--- src/logic/jle_defines.svh ---
/*
 * constants of the jump and level-exit unit: register offsets, field
 * positions and reset values.
 * assumes: included by bare name from every design file that needs it.
 */
`ifndef JLE_DEFINES_SVH
`define JLE_DEFINES_SVH

// ==========================================================
// register offsets (byte addresses, one word each)
`define JLE_OFF_CTRL    8'h00
`define JLE_OFF_STATUS  8'h04
`define JLE_OFF_PENDING 8'h08
`define JLE_PTR_PAGE    4'h1
`define JLE_LSW_PAGE    4'h2

// ==========================================================
// field positions
`define JLE_LSW_INPROC  9
`define JLE_LSW_SUMMARY 11
`define JLE_IND_CARRY   4
`define JLE_IND_OVF     3
`define JLE_IND_EVEN    2
`define JLE_IND_NEG     1
`define JLE_IND_ZERO    0

// ==========================================================
// reset values
`define JLE_SUPER_RESET 1'h1
`define JLE_LSW_RESET   16'h0000
`define JLE_PTR_RESET   16'h0000

`endif

--- src/logic/jle_pkg.sv ---
/*
 * types of the jump and level-exit unit.
 * assumes: compiled before every module that imports it.
 */
package jle_pkg;

	// ==========================================================
	// instruction kinds handed to the unit
	typedef enum logic [2:0]
	{
		JLE_OP_NONE,
		JLE_OP_JUMP,
		JLE_OP_CALL_RELATIVE,
		JLE_OP_BRANCH_IF_COND,
		JLE_OP_BRANCH_IF_NOT_COND,
		JLE_OP_LOOP_COUNT_BRANCH,
		JLE_OP_LEVEL_RETURN
	} jle_op_t;

	// program check reported with a finished instruction
	typedef enum logic [1:0]
	{
		JLE_CHK_NONE,
		JLE_CHK_INVALID_ADDR,
		JLE_CHK_SPEC,
		JLE_CHK_PRIV
	} jle_check_t;

	// execution state
	typedef enum logic
	{
		JLE_RUN,
		JLE_WAIT
	} jle_state_t;

endpackage

--- src/logic/jle_cond.sv ---
/*
 * condition-code evaluator for the conditional jumps.
 * assumes: indicators are those left by the previous instruction.
 */
`include "jle_defines.svh"

module jle_cond
(
	// condition and indicators
	input  wire logic [2:0] condField,
	input  wire logic [4:0] indicators,
	// result
	output logic            condMet
);

	logic carry;
	logic ovf;
	logic even;
	logic neg;
	logic zero;

	// ==========================================================
	// indicator fields
	assign carry = indicators[`JLE_IND_CARRY];
	assign ovf   = indicators[`JLE_IND_OVF];
	assign even  = indicators[`JLE_IND_EVEN];
	assign neg   = indicators[`JLE_IND_NEG];
	assign zero  = indicators[`JLE_IND_ZERO];

	// condition table
	always_comb
	begin
		case (condField)
			3'h0:    condMet = zero;
			3'h1:    condMet = !zero && !neg;
			3'h2:    condMet = neg;
			3'h3:    condMet = even;
			3'h4:    condMet = neg ^ ovf;
			3'h5:    condMet = (neg ^ ovf) || zero;
			3'h6:    condMet = carry || zero;
			default: condMet = carry;
		endcase
	end

endmodule

--- src/logic/jle_sync.sv ---
/*
 * two-flop synchroniser for a vector of independent levels.
 * assumes: inputs come from outside the core_clk domain.
 */
module jle_sync
#(
	parameter int W = 4
)
(
	// clock and reset
	input  wire logic         core_clk,
	input  wire logic         rst,
	input  wire logic         ce,
	// levels
	input  wire logic [W-1:0] din,
	output logic      [W-1:0] dout
);

	logic [W-1:0] stage1;

	// ==========================================================
	// first flop feeds only the second
	always_ff @(posedge core_clk or posedge rst)
	begin
		if (rst)
		begin
			stage1 <= '0;
			dout   <= '0;
		end
		else if (ce)
		begin
			stage1 <= din;
			dout   <= stage1;
		end
	end

endmodule

--- src/logic/jle_unit.sv ---
/*
 * execution unit for the relative jump family and level return,
 * with level status words, saved pointers and masks behind an apb slave.
 * assumes: one instruction offered at a time with updated pointer,
 * selected register value, indicators and address validity; interrupt
 * requests are asynchronous levels.
 */
// The implementer's own choices: the address map and register access over APB.
// Notes on behaviour
// - jump offset is sign-extended word displacement doubled, added to updated pointer
// - jumps and level return leave all five indicators unchanged
// - jump checks invalid address, and odd target as specification check
// - call_relative links updated pointer into register, then branches
// - call_relative on invalid address writes link but does not branch
// - three-bit condition field selects one of eight indicator tests
// - conditional jump branches when condition holds, else falls through
// - inverse jump branches when condition false; invalid address is checked
// - loop count decrements nonzero register, branches while result nonzero
// - loop count on invalid address still decrements, never branches
// - level return first clears in-process bit of current level
// - level return weighs pending levels, requests, summary and level masks
// - highest pending or enabled requesting level resumes at its saved pointer
// - summary mask off ignores requests; resume pending or wait
// - nothing pending nor requested puts processor into wait
// - one instruction runs on resumed level before trace sampling; after wake from wait, trace sampling starts at once
`include "jle_defines.svh"

module jle_unit
	import jle_pkg::*;
#(
	parameter int NLEV = 4,
	parameter int LW   = 2
)
(
	// clock and reset
	input  wire logic            core_clk,
	input  wire logic            rst,
	input  wire logic            ce,
	// apb slave
	input  wire logic            psel,
	input  wire logic            penable,
	input  wire logic            pwrite,
	input  wire logic [7:0]      paddr,
	input  wire logic [31:0]     pwdata,
	output logic      [31:0]     prdata,
	output logic                 pready,
	output logic                 pslverr,
	// instruction issue
	input  wire logic            issueValid,
	output logic                 issueReady,
	input  wire jle_op_t         opKind,
	input  wire logic [2:0]      condField,
	input  wire logic [7:0]      wordDisp,
	input  wire logic [15:0]     regValue,
	input  wire logic [15:0]     instrPointer,
	input  wire logic [4:0]      indicators,
	input  wire logic            addrValid,
	// results
	output logic                 doneValid,
	output logic [15:0]          nextPtr,
	output logic                 branchTaken,
	output logic                 regWriteEn,
	output logic [15:0]          regWriteData,
	output logic [4:0]           indicatorsOut,
	output logic                 checkValid,
	output jle_check_t           checkCode,
	// levels
	input  wire logic [NLEV-1:0] intReq,
	output logic [LW-1:0]        currentLevel,
	output logic                 waitState,
	output logic                 traceSampleEn
);

	// ==========================================================
	// state
	jle_state_t          state;
	logic                ctrlSuper;
	logic [NLEV-1:0]     levelMask;
	logic [NLEV-1:0]     pending;
	logic [15:0]         levelStatus [NLEV];
	logic [15:0]         savedPtr [NLEV];
	logic                skipTrace;
	jle_check_t          lastCheck;
	logic [NLEV-1:0]     reqSync;

	jle_sync #(.W(NLEV)) u_req_sync
	(
		.core_clk (core_clk),
		.rst      (rst),
		.ce       (ce),
		.din      (intReq),
		.dout     (reqSync)
	);

	// ==========================================================
	// apb decode
	wire          setupPhase = psel && !penable;
	wire          apbWrite   = psel && penable && pwrite && !pslverr;
	wire          isCtrl     = paddr == `JLE_OFF_CTRL;
	wire          isStatus   = paddr == `JLE_OFF_STATUS;
	wire          isPending  = paddr == `JLE_OFF_PENDING;
	wire          aligned    = paddr[1:0] == 2'h0;
	wire          isPtr      = paddr[7:4] == `JLE_PTR_PAGE && aligned;
	wire          isLsw      = paddr[7:4] == `JLE_LSW_PAGE && aligned;
	wire [LW-1:0] regLevel   = LW'(paddr[3:2]);
	wire          mapped     = isCtrl || isStatus || isPending || isPtr || isLsw;
	wire [31:0]   readWord   =
		isCtrl    ? {24'h0, 4'(levelMask), 3'h0, ctrlSuper} :
		isStatus  ? {22'h0, lastCheck, 3'h0, waitState, 2'h0, 2'(currentLevel)} :
		isPending ? {28'h0, 4'(pending)} :
		isPtr     ? {16'h0, savedPtr[regLevel]} :
		isLsw     ? {16'h0, levelStatus[regLevel]} : 32'h0;

	// zero-wait answer, error on unmapped words
	assign pready  = 1'b1;
	assign pslverr = psel && penable && !mapped;

	// read data captured during setup
	always_ff @(posedge core_clk or posedge rst)
	begin
		if (rst)
			prdata <= 32'h0;
		else if (ce && setupPhase)
			prdata <= readWord;
	end

	// ==========================================================
	// jump arithmetic
	logic         condMet;
	wire  [15:0]  offset   = {{7{wordDisp[7]}}, wordDisp, 1'b0};
	wire  [15:0]  target   = instrPointer + offset;
	wire  [15:0]  loopDec  = regValue - 16'h0001;
	wire          loopNz   = regValue != 16'h0000;
	wire          take     = ce && issueValid && issueReady;

	jle_cond u_cond
	(
		.condField  (condField),
		.indicators (indicators),
		.condMet    (condMet)
	);

	// ==========================================================
	// level selection
	wire [15:0]     curLsw    = levelStatus[currentLevel];
	wire            summaryOn = curLsw[`JLE_LSW_SUMMARY];
	wire [NLEV-1:0] reqMasked = reqSync & levelMask & {NLEV{summaryOn}};
	wire [NLEV-1:0] exitCand  = pending | reqMasked;
	logic [LW-1:0]  exitPick;
	logic [LW-1:0]  wakePick;

	// level 0 is highest priority
	always_comb
	begin
		exitPick = '0;
		wakePick = '0;
		for (int i = NLEV - 1; i >= 0; i--)
		begin
			if (exitCand[i])
				exitPick = LW'(i);
			if (reqMasked[i])
				wakePick = LW'(i);
		end
	end

	// ==========================================================
	// per-instruction outcome
	logic       nBranch;
	logic       nRegWr;
	logic [15:0] nRegData;
	jle_check_t nCheck;
	logic       nExit;

	always_comb
	begin
		nBranch  = 1'b0;
		nRegWr   = 1'b0;
		nRegData = 16'h0000;
		nCheck   = JLE_CHK_NONE;
		nExit    = 1'b0;
		case (opKind)
			JLE_OP_JUMP:
			begin
				if (!addrValid)
					nCheck = JLE_CHK_INVALID_ADDR;
				else if (target[0])
					nCheck = JLE_CHK_SPEC;
				else
					nBranch = 1'b1;
			end
			JLE_OP_CALL_RELATIVE:
			begin
				nRegWr   = 1'b1;
				nRegData = instrPointer;
				if (!addrValid)
					nCheck = JLE_CHK_INVALID_ADDR;
				else
					nBranch = 1'b1;
			end
			JLE_OP_BRANCH_IF_COND, JLE_OP_BRANCH_IF_NOT_COND:
			begin
				if (!addrValid)
					nCheck = JLE_CHK_INVALID_ADDR;
				else
					nBranch = condMet ^ (opKind == JLE_OP_BRANCH_IF_NOT_COND);
			end
			JLE_OP_LOOP_COUNT_BRANCH:
			begin
				nRegWr   = loopNz;
				nRegData = loopDec;
				if (!addrValid)
					nCheck = JLE_CHK_INVALID_ADDR;
				else
					nBranch = loopNz && loopDec != 16'h0000;
			end
			JLE_OP_LEVEL_RETURN:
			begin
				if (!ctrlSuper)
					nCheck = JLE_CHK_PRIV;
				else
					nExit = 1'b1;
			end
			default:
			begin
				nBranch = 1'b0;
			end
		endcase
	end

	wire exitResume = take && nExit && exitCand != '0;
	wire exitToWait = take && nExit && exitCand == '0;
	wire wake       = state == JLE_WAIT && ce && reqMasked != '0;

	// ==========================================================
	// handshake and level outputs
	assign issueReady    = state == JLE_RUN;
	assign waitState     = state == JLE_WAIT;
	assign traceSampleEn = state == JLE_RUN && !skipTrace;

	// ==========================================================
	// result registers
	always_ff @(posedge core_clk or posedge rst)
	begin
		if (rst)
		begin
			doneValid     <= 1'b0;
			nextPtr       <= 16'h0000;
			branchTaken   <= 1'b0;
			regWriteEn    <= 1'b0;
			regWriteData  <= 16'h0000;
			indicatorsOut <= 5'h00;
			checkValid    <= 1'b0;
			checkCode     <= JLE_CHK_NONE;
		end
		else if (ce)
		begin
			doneValid     <= take || wake;
			branchTaken   <= take && (nBranch || exitResume);
			regWriteEn    <= take && nRegWr;
			regWriteData  <= nRegData;
			indicatorsOut <= indicators;
			checkValid    <= take && nCheck != JLE_CHK_NONE;
			checkCode     <= take ? nCheck : JLE_CHK_NONE;
			if (wake)
				nextPtr <= savedPtr[wakePick];
			else if (exitResume)
				nextPtr <= savedPtr[exitPick];
			else
				nextPtr <= nBranch ? target : instrPointer;
		end
	end

	// ==========================================================
	// execution state and level bookkeeping
	always_ff @(posedge core_clk or posedge rst)
	begin
		if (rst)
		begin
			state        <= JLE_RUN;
			currentLevel <= '0;
			skipTrace    <= 1'b0;
			lastCheck    <= JLE_CHK_NONE;
		end
		else if (ce)
		begin
			if (take && nCheck != JLE_CHK_NONE)
				lastCheck <= nCheck;
			if (exitResume)
			begin
				currentLevel <= exitPick;
				skipTrace    <= 1'b1;
			end
			else if (take)
				skipTrace <= 1'b0;
			if (exitToWait)
				state <= JLE_WAIT;
			else if (wake)
			begin
				state        <= JLE_RUN;
				currentLevel <= wakePick;
			end
		end
	end

	// software registers; hardware updates win in the same cycle
	always_ff @(posedge core_clk or posedge rst)
	begin
		if (rst)
		begin
			ctrlSuper <= `JLE_SUPER_RESET;
			levelMask <= '0;
			pending   <= '0;
			for (int i = 0; i < NLEV; i++)
			begin
				levelStatus[i] <= `JLE_LSW_RESET;
				savedPtr[i]    <= `JLE_PTR_RESET;
			end
		end
		else if (ce)
		begin
			if (apbWrite && isCtrl)
			begin
				ctrlSuper <= pwdata[0];
				levelMask <= NLEV'(pwdata[7:4]);
			end
			if (apbWrite && isPending)
				pending <= NLEV'(pwdata[3:0]);
			if (apbWrite && isPtr)
				savedPtr[regLevel] <= pwdata[15:0];
			if (apbWrite && isLsw)
				levelStatus[regLevel] <= pwdata[15:0];
			if (take && nExit)
				levelStatus[currentLevel][`JLE_LSW_INPROC] <= 1'b0;
			if (exitResume)
			begin
				pending[exitPick] <= 1'b0;
				levelStatus[exitPick][`JLE_LSW_INPROC] <= 1'b1;
			end
			if (wake)
				levelStatus[wakePick][`JLE_LSW_INPROC] <= 1'b1;
		end
	end
endmodule

--- config.mk ---
export PLATFORM = sky130hd
export DESIGN_NAME = jle_unit
export DESIGN_NICKNAME = d
export VERILOG_FILES = /design/src/logic/jle_pkg.sv /design/src/logic/jle_cond.sv /design/src/logic/jle_sync.sv /design/src/logic/jle_unit.sv
export VERILOG_INCLUDE_DIRS = /design/src /design/src/logic
export SDC_FILE = /design/constraint.sdc
export NUM_CORES = 1
export LEC_CHECK = 0
export ABC_AREA = 1
export BUFFER_PORTS_ARGS = -buffer_cell sky130_fd_sc_hd__clkbuf_2
export CORE_MARGIN = 8
export CORE_UTILIZATION = 24
export DETAILED_ROUTE_END_ITERATION = 7
export PLACE_DENSITY = 0.43
export SETUP_SLACK_MARGIN = 0.3
export SLEW_MARGIN = 20
export SYNTH_ARGS = -nofsm -noshare
export SYNTH_HDL_FRONTEND = slang
export SYNTH_SLANG_ARGS = --single-unit
--- constraint.sdc ---
create_clock -name core_clk -period 7.05 [get_ports core_clk]
set_input_delay 1.41 -clock core_clk [delete_from_list [all_inputs] [get_ports core_clk]]
set_output_delay 1.41 -clock core_clk [all_outputs]
set_load 0.03 [all_outputs]
After elaboration in Yosys (flattened, before gate mapping)

Cells that the tools add are included.

$add $sub $neg: 2
$lt $le $gt $ge: 10
Eq/ne operators: 16
Multiplexer cells: 77
Bitwise operators: 16
Reduce and logical (&&, ||, !) cells: 62

Operator list:

| operator              | number |
|---|---|
| $mux 64               | 7 |
| $mux 16               | 17 |
| $bmux 16 s2           | 5 |
| $bwmux 64             | 2 |
| $demux 16 s2          | 4 |
| $or 64x64->64         | 2 |
| $and 64x64->64        | 1 |
| $not 64->64           | 1 |
| $pmux 16 s2           | 1 |
| $reduce_bool 16->1    | 2 |
| $logic_and 1x1->1     | 30 |
| $mux 10               | 3 |
| $mux 2                | 15 |
| $mux 12               | 2 |
| $eq 3x3->1 const B    | 6 |
| $add 16x16->16        | 1 |
| $sub 16x1->16 const B | 1 |
| $mux 1                | 13 |
| $and 4x4->4           | 3 |
| $eq 3x2->1 const B    | 4 |
| $ge 3x3->1 const B    | 4 |
| $lt 3x1->1 const B    | 4 |
| $mux 4                | 3 |
| $not 2->3             | 4 |
| other kinds (27)      | 48 |

Flip-flop bits (word level): 226
Input bits: 103
Output and inout port bits: 82

Logic depth before layout (Yosys ltp)

Gate-level depths: netlist of run 1.

Word-level depth: 20
Depth in mapped cells: 22
Mapped depth without buffers: 22

Cells and area by module

Synthesis of run 1 repeated with hierarchy kept, for this count alone.

Cells, all modules: 1630
Area total of the unflattened synthesis: 12111.6 µm²

Modules (own cells, without submodules):

| module   | times used | cells each | area each (µm²) | sequential area each (µm²) |
|---|---|---|---|---|
| jle_unit | 1          | 1567       | 11688.7         | 5056.1 |
| jle_sync | 1          | 35         | 309.0           | 200.2 |
| jle_cond | 1          | 28         | 113.9           | 0.0 |

Least setup slack after synthesis of run 1

Ideal clock, no wire load.

Path type: in2out
Start point: input port paddr[3]
End point: output port pslverr
Data arrival time: 2.478 ns
Data required time: 5.640 ns
Slack: 3.162 ns
Stages: 4
Buffers on the path: 0
Cells stage by stage: nand2_1 clkinv_1 nor2_1 nor3_1

Word-level cells in the longest chain between the ends: 7
Elaborated cells between the ends (all ways): 9
Those cells by class: eq/ne: 2; reduce/logical: 7

RTL lines:

| item                                                           | line            | source |
|---|---|---|
| from (decl)                                                    | jle_unit.sv:43  | `input wire logic [7:0] paddr,` |
| $eq 8x3->1 (no source line) or $logic_not 8->1 (tied branches) | --              |  |
| $logic_or 1x1->1                                               | jle_unit.sv:106 | `wire mapped = isCtrl \|\| isStatus \|\| isPending \|\| isPtr \|\| isLsw;` |
| $logic_or 1x1->1 (*) (3 in a row)                              | jle_unit.sv:106 |  |
| $logic_not 1->1 (*)                                            | jle_unit.sv:116 | `assign pslverr = psel && penable && !mapped;` |
| $logic_and 1x1->1 (*)                                          | jle_unit.sv:116 |  |
| to (decl)                                                      | jle_unit.sv:47  | `output logic pslverr,` |

Every way passes the cells marked *; elsewhere a longest branch is shown, timed or not.

Worst setup path in the final report of run 1

Start point: input port paddr[5]
End point: output port pslverr

Word-level cells in the longest chain between the ends: 7
Elaborated cells between the ends (all ways): 13
Those cells by class: eq/ne: 4; reduce/logical: 9

RTL lines:

| item                                                           | line |
|---|---|
| $eq 8x3->1 (no source line) or $logic_not 8->1 (tied branches) | -- |
| $logic_or 1x1->1 (3 in a row)                                  | jle_unit.sv:106 |
| $logic_or 1x1->1 (*)                                           | jle_unit.sv:106 |
| $logic_not 1->1 (*)                                            | jle_unit.sv:116 |
| $logic_and 1x1->1 (*)                                          | jle_unit.sv:116 |

Marks and branches as above.

==> results by group, run 1 <==
Floorplan
  • Die Span Y: approximately 240 um
  • Core ar.: roughly 50,000 um2
  • Cell row count: 82
  • Starting density of the core: about a quarter
  • Num ports: 185
  • Die X: 240 um
  • Die area: 57,800 um2

Logic synthesis
  • Commonest cells post-synth: nand2_1, o21ai_0, dfrtp_1
  • Sequential-to-total area share from yosys stat: 43.5%
  • Synth Area in Compound Gates: approximately a fifth
  • XOR/XNOR share of the synthesized area: roughly 1.1%
  • Synth cell types: slightly below 60
  • Top FF cell, synth: dfrtp_1
  • Mapped Area: 12,100 um2
  • Adder-Cell Fraction of Synth Area: roughly 1.9%
  • Largest area contributor in the netlist: dfrtp_1
  • Fraction of registers with async set/reset: 100%
  • Main area contributors after synthesis: dfrtp_1, nand2_1, o21ai_0
  • Synth Area in Simple Gates: 25.3%
  • Most common cell in the netlist: nand2_1
  • EDFF count, synth: 0
  • Top-area cell type share of the netlist area: 43.3%
  • Yosys reg bits: between 200 and 250
  • Post-Syn Area per Cell: 7.36 um2
  • Yosys warns: 0
  • Post-Syn Instances: 1,642
  • Mux cell area share after synthesis: 0%
  • Combinational family with the most area after synthesis: simple AND/OR/NAND/NOR gates

Cells and area
  • Total Nets Final: roughly 1,900
  • ANT cells: 0
  • Area Overhead vs Synth: 19.5%
  • # fillers: ~5,500
  • Final instance area: between 10,000 and 15,000 um2
  • Footprint of the multi-input gates: between 5000 and 6000 um2
  • FF+latch area: 5260 um2
  • Final cell count without fillers: 2,456
  • Share of cells above drive strength 1: between 10% and 20%

Placement
  • Worst slack at placement: 2480 ps
  • Placed inst area: around 13,000 um2
  • Dpl cells: 2,404
  • Port bufs: approximately 150
  • HPWL Detailed: 33,300 um
  • Gpl congestion: 0.859

Clock tree
  • CTS clk-pin slew, worst paths: 60 ps
  • CTS resizes: 0
  • CTS tree: built
  • Maximum clock insertion buffer count: 3
  • Root Buffer: clkbuf_16
  • Num Clock Sinks: 210
  • CTS buffer count: 28
  • H-tree Lvls: 1
  • Hold-fix buffers at CTS: 0
  • Post-CTS Setup Inserts: 0
  • Latest clock arrival within the worst-skew pair: between 500 and 600 ps

GRT
  • GRT Util Overall: between 15 and 20%
  • First-pass GRT wire length: about 71,000 um
  • Total gr overflow: 0
  • Largest net degree at the start of global routing: between 60 and 70
  • Initial antenna violation count: 0
  • Via count of the first global-routing pass: 11,300

Worst hold path
  • Worst hold start: indicatorsOut[3]
  • Worst Hold Class: reg -> reg
  • Hold endpoint: indicatorsOut[3]
  • Hold depth: 2

Critical path
  • Startpoint Class: input port
  • Reg2Reg Setup Slack: approximately 3500 ps
  • CP cell instances: clkbuf_2 > inv_1 > nand2_1 > nor3_2 > buf_4 > inv_1 > buf_4 > nand2_1 > nor3_1 > clkbuf_2
  • Critical path buffer and inverter count: 6
  • CP required: between 5000 and 6000 ps
  • Worst R2R Start: currentLevel[0]
  • Critical Path Fanout Max: 16
  • CP Capture Type: primary output
  • Worst r2r dst: nextPtr[0]
  • Reg2Reg Depth: 15
  • WS Path Type: in -> out
  • Top delay family on crit path: buffers and inverters
  • CP peak stage delay: between 500 and 600 ps
  • CP max-delay cell: nor3_1
  • CP Launch Point: paddr[5]
  • Arr. time, crit path: between 3000 and 4000 ps

Route
  • Number of DRC markers in iteration 0: 960
  • DRC viols: 0
  • Detail Route Antenna Nets: 0
  • Routed length per placed instance: ~19 um
  • Vias: around 12,000
  • Drt first pass iters: 7
  • Final WL: 47,400 um
  • Vias per inst: approximately 4.8

STA
  • Skew final: ~25 ps
  • Final setup fails: 0
  • Slew headroom: around a quarter
  • Slack of the critical path: approximately 2400 ps
  • Worst-margin pin slew: 1140 ps
  • Min Hold Slack: between 400 and 500 ps
  • RSZ-0062 raised after global routing: no
  • Final setup TNS: 0 ps
  • Final Max Slew Viols: 0
  • Min cycle time layout: 4630 ps
  • Max Clk Rate: ~0.22 GHz
  • Fin. Hold Viols: 0
  • Fin crit share: approximately two thirds

Pwr
  • Power per cell area: 230 nW/um2
  • Max VDD drop: 0.000175 V
  • Pleak: between 6 and 7 nW

Run status
  • Outcome: complete, no violations

Job
  • Max cap viols: 0
[cell usage in the layout, fill, tap and decap left out, types with 16 or more instances in the layout]
cell	netlist	layout
buf_4	22	20
clkbuf_16	0	28
nor2_1	90	90
dfrtp_1	209	209
nand3_1	97	97
conb_1	2	17
o21ai_0	254	254
a22oi_1	16	16
o22ai_1	32	32
inv_1	136	134
ha_1	17	17
clkbuf_2	1	151
nand2_1	490	484
a21oi_1	60	60
[worst max-delay path by stage]
stage                      endpoint  slack (ps)  cells after the start
floorplan               branchTaken        2910                      1
global placement            pslverr        2510                     10
detailed placement  levelStatus[58]        2480                     12
CTS                         pslverr        2490                     10
global route                pslverr        2390                     10
finish                      pslverr        2420                     10
[stage by stage]
step / total power (W) / utilization [%]
2_1_floorplan: 0.00164 / -
3_3_place_gp: 0.00181 / 26.9
3_5_place_dp: 0.00182 / 26.9
4_1_cts: 0.00337 / 28.9
5_1_grt: 0.00347 / 28.9
6_report: 0.00332 / 28.9
[logic make-up after synthesis]
| logic type | Yosys count |
|---|---|
| simple gates | 730 |
| flops | 210 |
| other cells | 2 |
| fa+ha+maj | 18 |
| xor+xnor | 15 |
| compound gates | 425 |
| buf+inv | 242 |
[metal layers]
metal  GRT usage (%)  vias up  share of wire [%]
met4            4.14        0                2.1
met5               0        -                  0
li1                -     5693                  -
met1            22.0     5634                 46
met2            25.7      360                 46
met3            2.56       58                6.1
[layout make-up]
type,count,share of cell area (%)
multi-input cells,1205,40.7
flip-flops and latches,210,36.4
repair buffers,171,6.27
well taps,672,5.82
clock buffers,40,5.79
inverters,146,3.84
clock inverters,12,1.16
[worst reg2reg max path: cells and delay by family, from the launching register on]
kind                   cells  cell delay, ps
DFF                        1             480
and+or+nand+nor            9            1610
buffers and inverters      3             900
AOI/OAI and AO/OA          3             450
[power by group]
part	internal, W	switching (W)
registers	0.00124	0.0000268
logic	0.000135	0.000385
clock network	0.000936	0.000593
total	0.00232	0.00100
[state kept, by name (all words and copies together) (netlist names), 2 cells and up]
register           cells
indicatorsOut          5
checkCode              2
nextPtr               16
levelStatus           64
u_req_sync.stage1      4
pending                4
regWriteData          16
u_req_sync.dout        4
savedPtr              64
levelMask              4
currentLevel           2
lastCheck              2
prdata                16
(Power assumes the default switching activity.)
==> run 2: changes to the inputs <==
--- a/config.mk
+++ b/config.mk
@@ -11,7 +11,7 @@
 export CORE_MARGIN = 8
 export CORE_UTILIZATION = 24
 export DETAILED_ROUTE_END_ITERATION = 7
-export PLACE_DENSITY = 0.43
+export PLACE_DENSITY = 0.41
 export SETUP_SLACK_MARGIN = 0.3
 export SLEW_MARGIN = 20
 export SYNTH_ARGS = -nofsm -noshare
==> constraint.sdc (replaced) <==
create_clock -name core_clk -period 4.7 [get_ports core_clk]
set_input_delay 0.94 -clock core_clk [delete_from_list [all_inputs] [get_ports core_clk]]
set_output_delay 0.94 -clock core_clk [all_outputs]
set_load 0.03 [all_outputs]
==> results by group, run 2 (same netlist as run 1, synthesis figures left out) <==
GRT
  • Initial antenna violation count: 0
  • Total gr overflow: 0
  • First-pass GRT wire length: between 70,000 and 80,000 um
  • Largest net degree at the start of global routing: 110
  • Via count of the first global-routing pass: 11,300
  • GRT Util Overall: roughly 16%

Cells and area
  • Share of cells above drive strength 1: between 10% and 20%
  • # fillers: 5,517
  • Footprint of the multi-input gates: between 5000 and 6000 um2
  • Area Overhead vs Synth: 19.8%
  • Total Nets Final: ~1,900
  • FF+latch area: between 5000 and 6000 um2
  • Final instance area: between 10,000 and 15,000 um2
  • Commonest non-fill, non-tap cell in the layout: nand2_1
  • Most frequent cells in the layout: nand2_1, o21ai_0, dfrtp_1, clkbuf_2, inv_1
  • Biggest regs: levelStatus: 64 flops, savedPtr: 64 flops

STA
  • Fin. Hold Viols: 0
  • Skew final: between 20 and 25 ps
  • Slack of the critical path: ~1100 ps
  • Fin crit share: ~78%
  • Slew headroom: a little under two fifths
  • Worst-margin pin slew: slightly above 900 ps
  • RSZ-0062 raised after global routing: no
  • Final Max Slew Viols: 0
  • Final setup fails: 0
  • Final setup TNS: 0 ps
  • Min cycle time layout: between 3000 and 4000 ps
  • Max Clk Rate: ~0.27 GHz

Clock tree
  • CTS clk-pin slew, worst paths: around 60 ps
  • CTS buffer count: 28
  • CTS tree: built
  • Root Buffer: clkbuf_16
  • Hold-fix buffers at CTS: 0
  • CTS resizes: 0
  • Latest clock arrival within the worst-skew pair: between 500 and 600 ps
  • Post-CTS Setup Inserts: 0
  • Num Clock Sinks: 210
  • Maximum clock insertion buffer count: 3
  • H-tree Lvls: 1

Floorplan
  • Die X: approximately 240 um
  • Starting density of the core: 24.2%
  • Core ar.: 50,000 um2
  • Die Span Y: approximately 240 um
  • Cell row count: approximately 80
  • Die area: between 50,000 and 60,000 um2
  • Num ports: around 190

Pwr
  • Power per cell area: approximately 340 nW/um2
  • Max VDD drop: 0.000255 V
  • Total Power: 0.00492 W
  • Pleak: about 6.9 nW

Job
  • Max cap viols: 0

Route
  • Detail Route Antenna Nets: 0
  • DRC viols: 0
  • Vias: ~12,000
  • Final WL: about 48,000 um
  • Number of DRC markers in iteration 0: 936
  • Vias per inst: 4.75
  • Drt first pass iters: 5
  • Routed length per placed instance: between 15 and 20 um

Critical path
  • Startpoint Class: input port
  • CP Capture Type: primary output
  • Critical Path Fanout Max: 12
  • WS Path Type: in -> out
  • CP required: 3760 ps
  • Arr. time, crit path: between 2000 and 3000 ps

Placement
  • Gpl congestion: ~0.85
  • Worst slack at placement: approximately 990 ps
  • Placed inst area: ~14,000 um2
  • HPWL Detailed: 34,200 um
  • Port bufs: about 150

Run status
  • Outcome: complete, no violations

Worst hold path
  • Worst Hold Class: reg -> reg
## run 2: cell types whose count changed in the layout (fill, tap and decap cells not counted), moves of 2 or more
cell,change
diode_2,+2
nand2_1,+6
clkbuf_8,-3
nand2_2,-6
buf_4,+6
clkbuf_1,+3
buf_12,+2
## run 2: layout make-up
cell class,instances,area share [%]
clock buffers,40,5.57
inverters,146,3.83
flip-flops and latches,210,36.3
well taps,672,5.81
diodes,2,0.0346
clock inverters,11,1.10
repair buffers,179,6.85
multi-input cells,1205,40.5
## run 2: worst paths after layout
path	cells after the start	slack, ps	startpoint	endpoint
setup / recovery	8	1060	paddr[5]	pslverr
hold / removal	2	470	u_req_sync.stage1[0]	u_req_sync.stage1[0]
setup reg to reg	11	1580	waitState	nextPtr[6]
hold reg to reg	2	470	u_req_sync.stage1[0]	u_req_sync.stage1[0]
max in group asynchronous	3	3610	rst	prdata[0]
min in group asynchronous	3	570	rst	savedPtr[56]
## run 2: critical path: stages
cell      delay [ps]
clkbuf_2          90
inv_1             30
nand2_1           80
nor3_2            60
inv_1            400
nand2_1          310
nor3_1           480
clkbuf_2         310
## run 2: power by group
group	internal [W]	leakage (nW)	switching [W]	total, W
combinational	0.000208	3.58	0.000576	0.000784
clock	0.00136	0.477	0.000864	0.00222
sequential	0.00187	2.82	0.0000424	0.00191
## run 2: metal layers
metal	vias to the layer above	part of all wire (%)	track usage, %
met2	338	46	26.8
met4	0	2.0	3.93
met1	5609	45	21.8
met5	-	0	0
met3	54	6.2	2.60
li1	5698	-	-
## run 2: stage by stage
stage | util (%) | std cells | hold slack, ps
after floorplan | - | 1657 | 442
after global placement | 27.0 | 2412 | 461
after detailed placement | 27.0 | 2412 | 463
after CTS | 29.0 | 2463 | 477
after global routing | 29.0 | 2463 | 499
final | 29.0 | 2465 | 473
==> run 3: changes to the inputs <==
==> constraint.sdc (replaced) <==
create_clock -name core_clk -period 3.4 [get_ports core_clk]
set_input_delay 0.68 -clock core_clk [delete_from_list [all_inputs] [get_ports core_clk]]
set_output_delay 0.68 -clock core_clk [all_outputs]
set_load 0.03 [all_outputs]
==> results by group, run 3 (same netlist as run 1, synthesis figures left out) <==
Pwr
  • Share of power burned in the clock network: 43.7%
  • Switching Share: between 30% and 40%
  • Power per cell area: 456 nW/um2
  • Pleak: 6.94 nW
  • Sequential Power Share: between 30% and 40%
  • Combinational share of power: around 17%
  • Max VDD drop: between 0.0003 and 0.0004 V
  • Pint: around 0.0046 W
  • Total net switching power: between 0.002 and 0.0025 W

Critical path
  • WS Path Type: reg -> reg
  • CP cell instances: inv_2 > nor2_2 > nand2_1 > nand4_4 > nand3_2 > nand2_1 > inv_1 > nand2_2 > nor2_4 > inv_2 > a21oi_1 > o21ai_1 > nand3_1 > nand2_1 > nand3_1 > nand2_1 > nand2_1
  • CP peak stage delay: around 460 ps
  • CP max-delay cell: dfrtp_1
  • Startpoint Class: flip-flop
  • Critical Path Fanout Max: 12
  • Reg2Reg Setup Slack: ~600 ps
  • CP dominant cell by count: nand2_1
  • Arr. time, crit path: about 3300 ps
  • CP Capture Type: flip-flop
  • CP required: roughly 3900 ps

Clock tree
  • CTS clk-pin slew, worst paths: about 60 ps
  • Post-CTS Setup Inserts: 0
  • Num Clock Sinks: 210
  • Maximum clock insertion buffer count: 3
  • Root Buffer: clkbuf_16
  • Latest clock arrival within the worst-skew pair: 580 ps
  • Hold-fix buffers at CTS: 0
  • H-tree Lvls: 1
  • CTS buffer count: 27
  • CTS resizes: 0
  • CTS tree: built

STA
  • Worst-margin pin slew: about 820 ps
  • Slack of the critical path: between 500 and 600 ps
  • Fin. Hold Viols: 0
  • Fin crit share: 82.4%
  • Slew headroom: 45.0%
  • Skew final: slightly above 30 ps
  • Final Max Slew Viols: 0
  • Min cycle time layout: ~2800 ps
  • RSZ-0062 raised after global routing: no
  • Final setup fails: 0
  • Final setup TNS: 0 ps
  • Max Clk Rate: approximately 0.36 GHz

Cells and area
  • Most frequent cells in the layout: nand2_1, o21ai_0, dfrtp_1, clkbuf_2, inv_1
  • # fillers: 5,501
  • Commonest non-fill, non-tap cell in the layout: nand2_1
  • Area Overhead vs Synth: 20.5%
  • Biggest regs: levelStatus: 64 flops, savedPtr: 64 flops
  • Total Nets Final: about 1,900
  • Share of cells above drive strength 1: roughly 15%

GRT
  • First-pass GRT wire length: between 70,000 and 80,000 um
  • Total gr overflow: 0
  • Largest net degree at the start of global routing: 98
  • Initial antenna violation count: 0
  • GRT Util Overall: around 16%
  • Via count of the first global-routing pass: approximately 11,000

Placement
  • Gpl congestion: between 0.8 and 0.9
  • Port bufs: roughly 150
  • HPWL Detailed: around 35,000 um
  • Worst slack at placement: roughly 160 ps

Floorplan
  • Starting density of the core: 24.2%
  • Num ports: 185
  • Die Span Y: 240 um
  • Cell row count: 82
  • Die area: 57,800 um2
  • Core ar.: between 40,000 and 50,000 um2
  • Die X: 240 um

Route
  • DRC viols: 0
  • Vias per inst: ~4.7
  • Routed length per placed instance: 19.1 um
  • Detail Route Antenna Nets: 0
  • Final WL: approximately 47,000 um
  • Vias: between 10,000 and 15,000
  • Number of DRC markers in iteration 0: 854
  • Drt first pass iters: 5

Worst hold path
  • Worst Hold Class: in -> async

Run status
  • Outcome: complete, no violations

Job
  • Max cap viols: 0
==> run 3: changes by cell type in the layout (fill, tap and decap cells not counted), sizes merged <==
cell    before  now
bufinv       3    1
clkinv      11    9
diode        2    1
buf         28   46
==> run 3: path summary, 6_finish.rpt <==
check	from	end	cells after the start
max reg2reg	currentLevel[0]	nextPtr[7]	17
min reg2reg	u_req_sync.stage1[2]	u_req_sync.stage1[2]	2
min	rst	savedPtr[39]	2
max in group asynchronous	rst	prdata[5]	3
max	currentLevel[0]	nextPtr[7]	17
min in group core_clk	intReq[2]	u_req_sync.stage1[2]	3
==> run 3: metrics by stage <==
step	cell area [um2]	hold slack [ps]	total power, W	std cells	utilization [%]
final	14600	105	0.00664	2478	29.1
after global routing	14600	111	0.00695	2477	29.1
after CTS	14600	91.5	0.00674	2477	29.1
after detailed placement	13700	463	0.00380	2430	27.3
after global placement	13700	461	0.00380	2430	27.3
after floorplan	12100	442	0.00339	1657	-
==> run 3: routing by layer <==
metal,wire length (um),part of all wire [%],global-route usage (%),vias to the layer above
met5,0,0,0,-
met4,896,1.9,3.86,0
met3,2770,5.8,2.58,55
met2,22300,47,26.7,311
met1,21500,45,21.7,5583
li1,-,-,-,5733
==> run 3: layout make-up <==
class                   count  area, um2  area share (%)
inverters                 146        554            3.81
diodes                      1       2.50          0.0172
flip-flops and latches    210       5260            36.1
repair buffers            197       1150            7.91
well taps                 672        841            5.77
multi-input cells        1205       5860            40.3
clock buffers              40        815            5.59
clock inverters             7       78.8           0.541
==> run 3: power by group through the flow <==
| stage | logic [W] | registers, W | clock network (W) |
|---|---|---|---|
| after floorplan | 0.000626 | 0.00277 | 0 |
| after global placement | 0.00111 | 0.00269 | 0 |
| after detailed placement | 0.00111 | 0.00269 | 0 |
| after CTS | 0.00112 | 0.00264 | 0.00299 |
| after global routing | 0.00121 | 0.00265 | 0.00309 |
| final | 0.00110 | 0.00264 | 0.00291 |
==> run 3: critical path, delay by kind of cell, from the launching register on <==
family	cells	cell delay, ps
AND/OR/NAND/NOR	12	1480
AO/OA/AOI/OAI	2	250
flip-flops	1	460
buffers and inverters	3	500
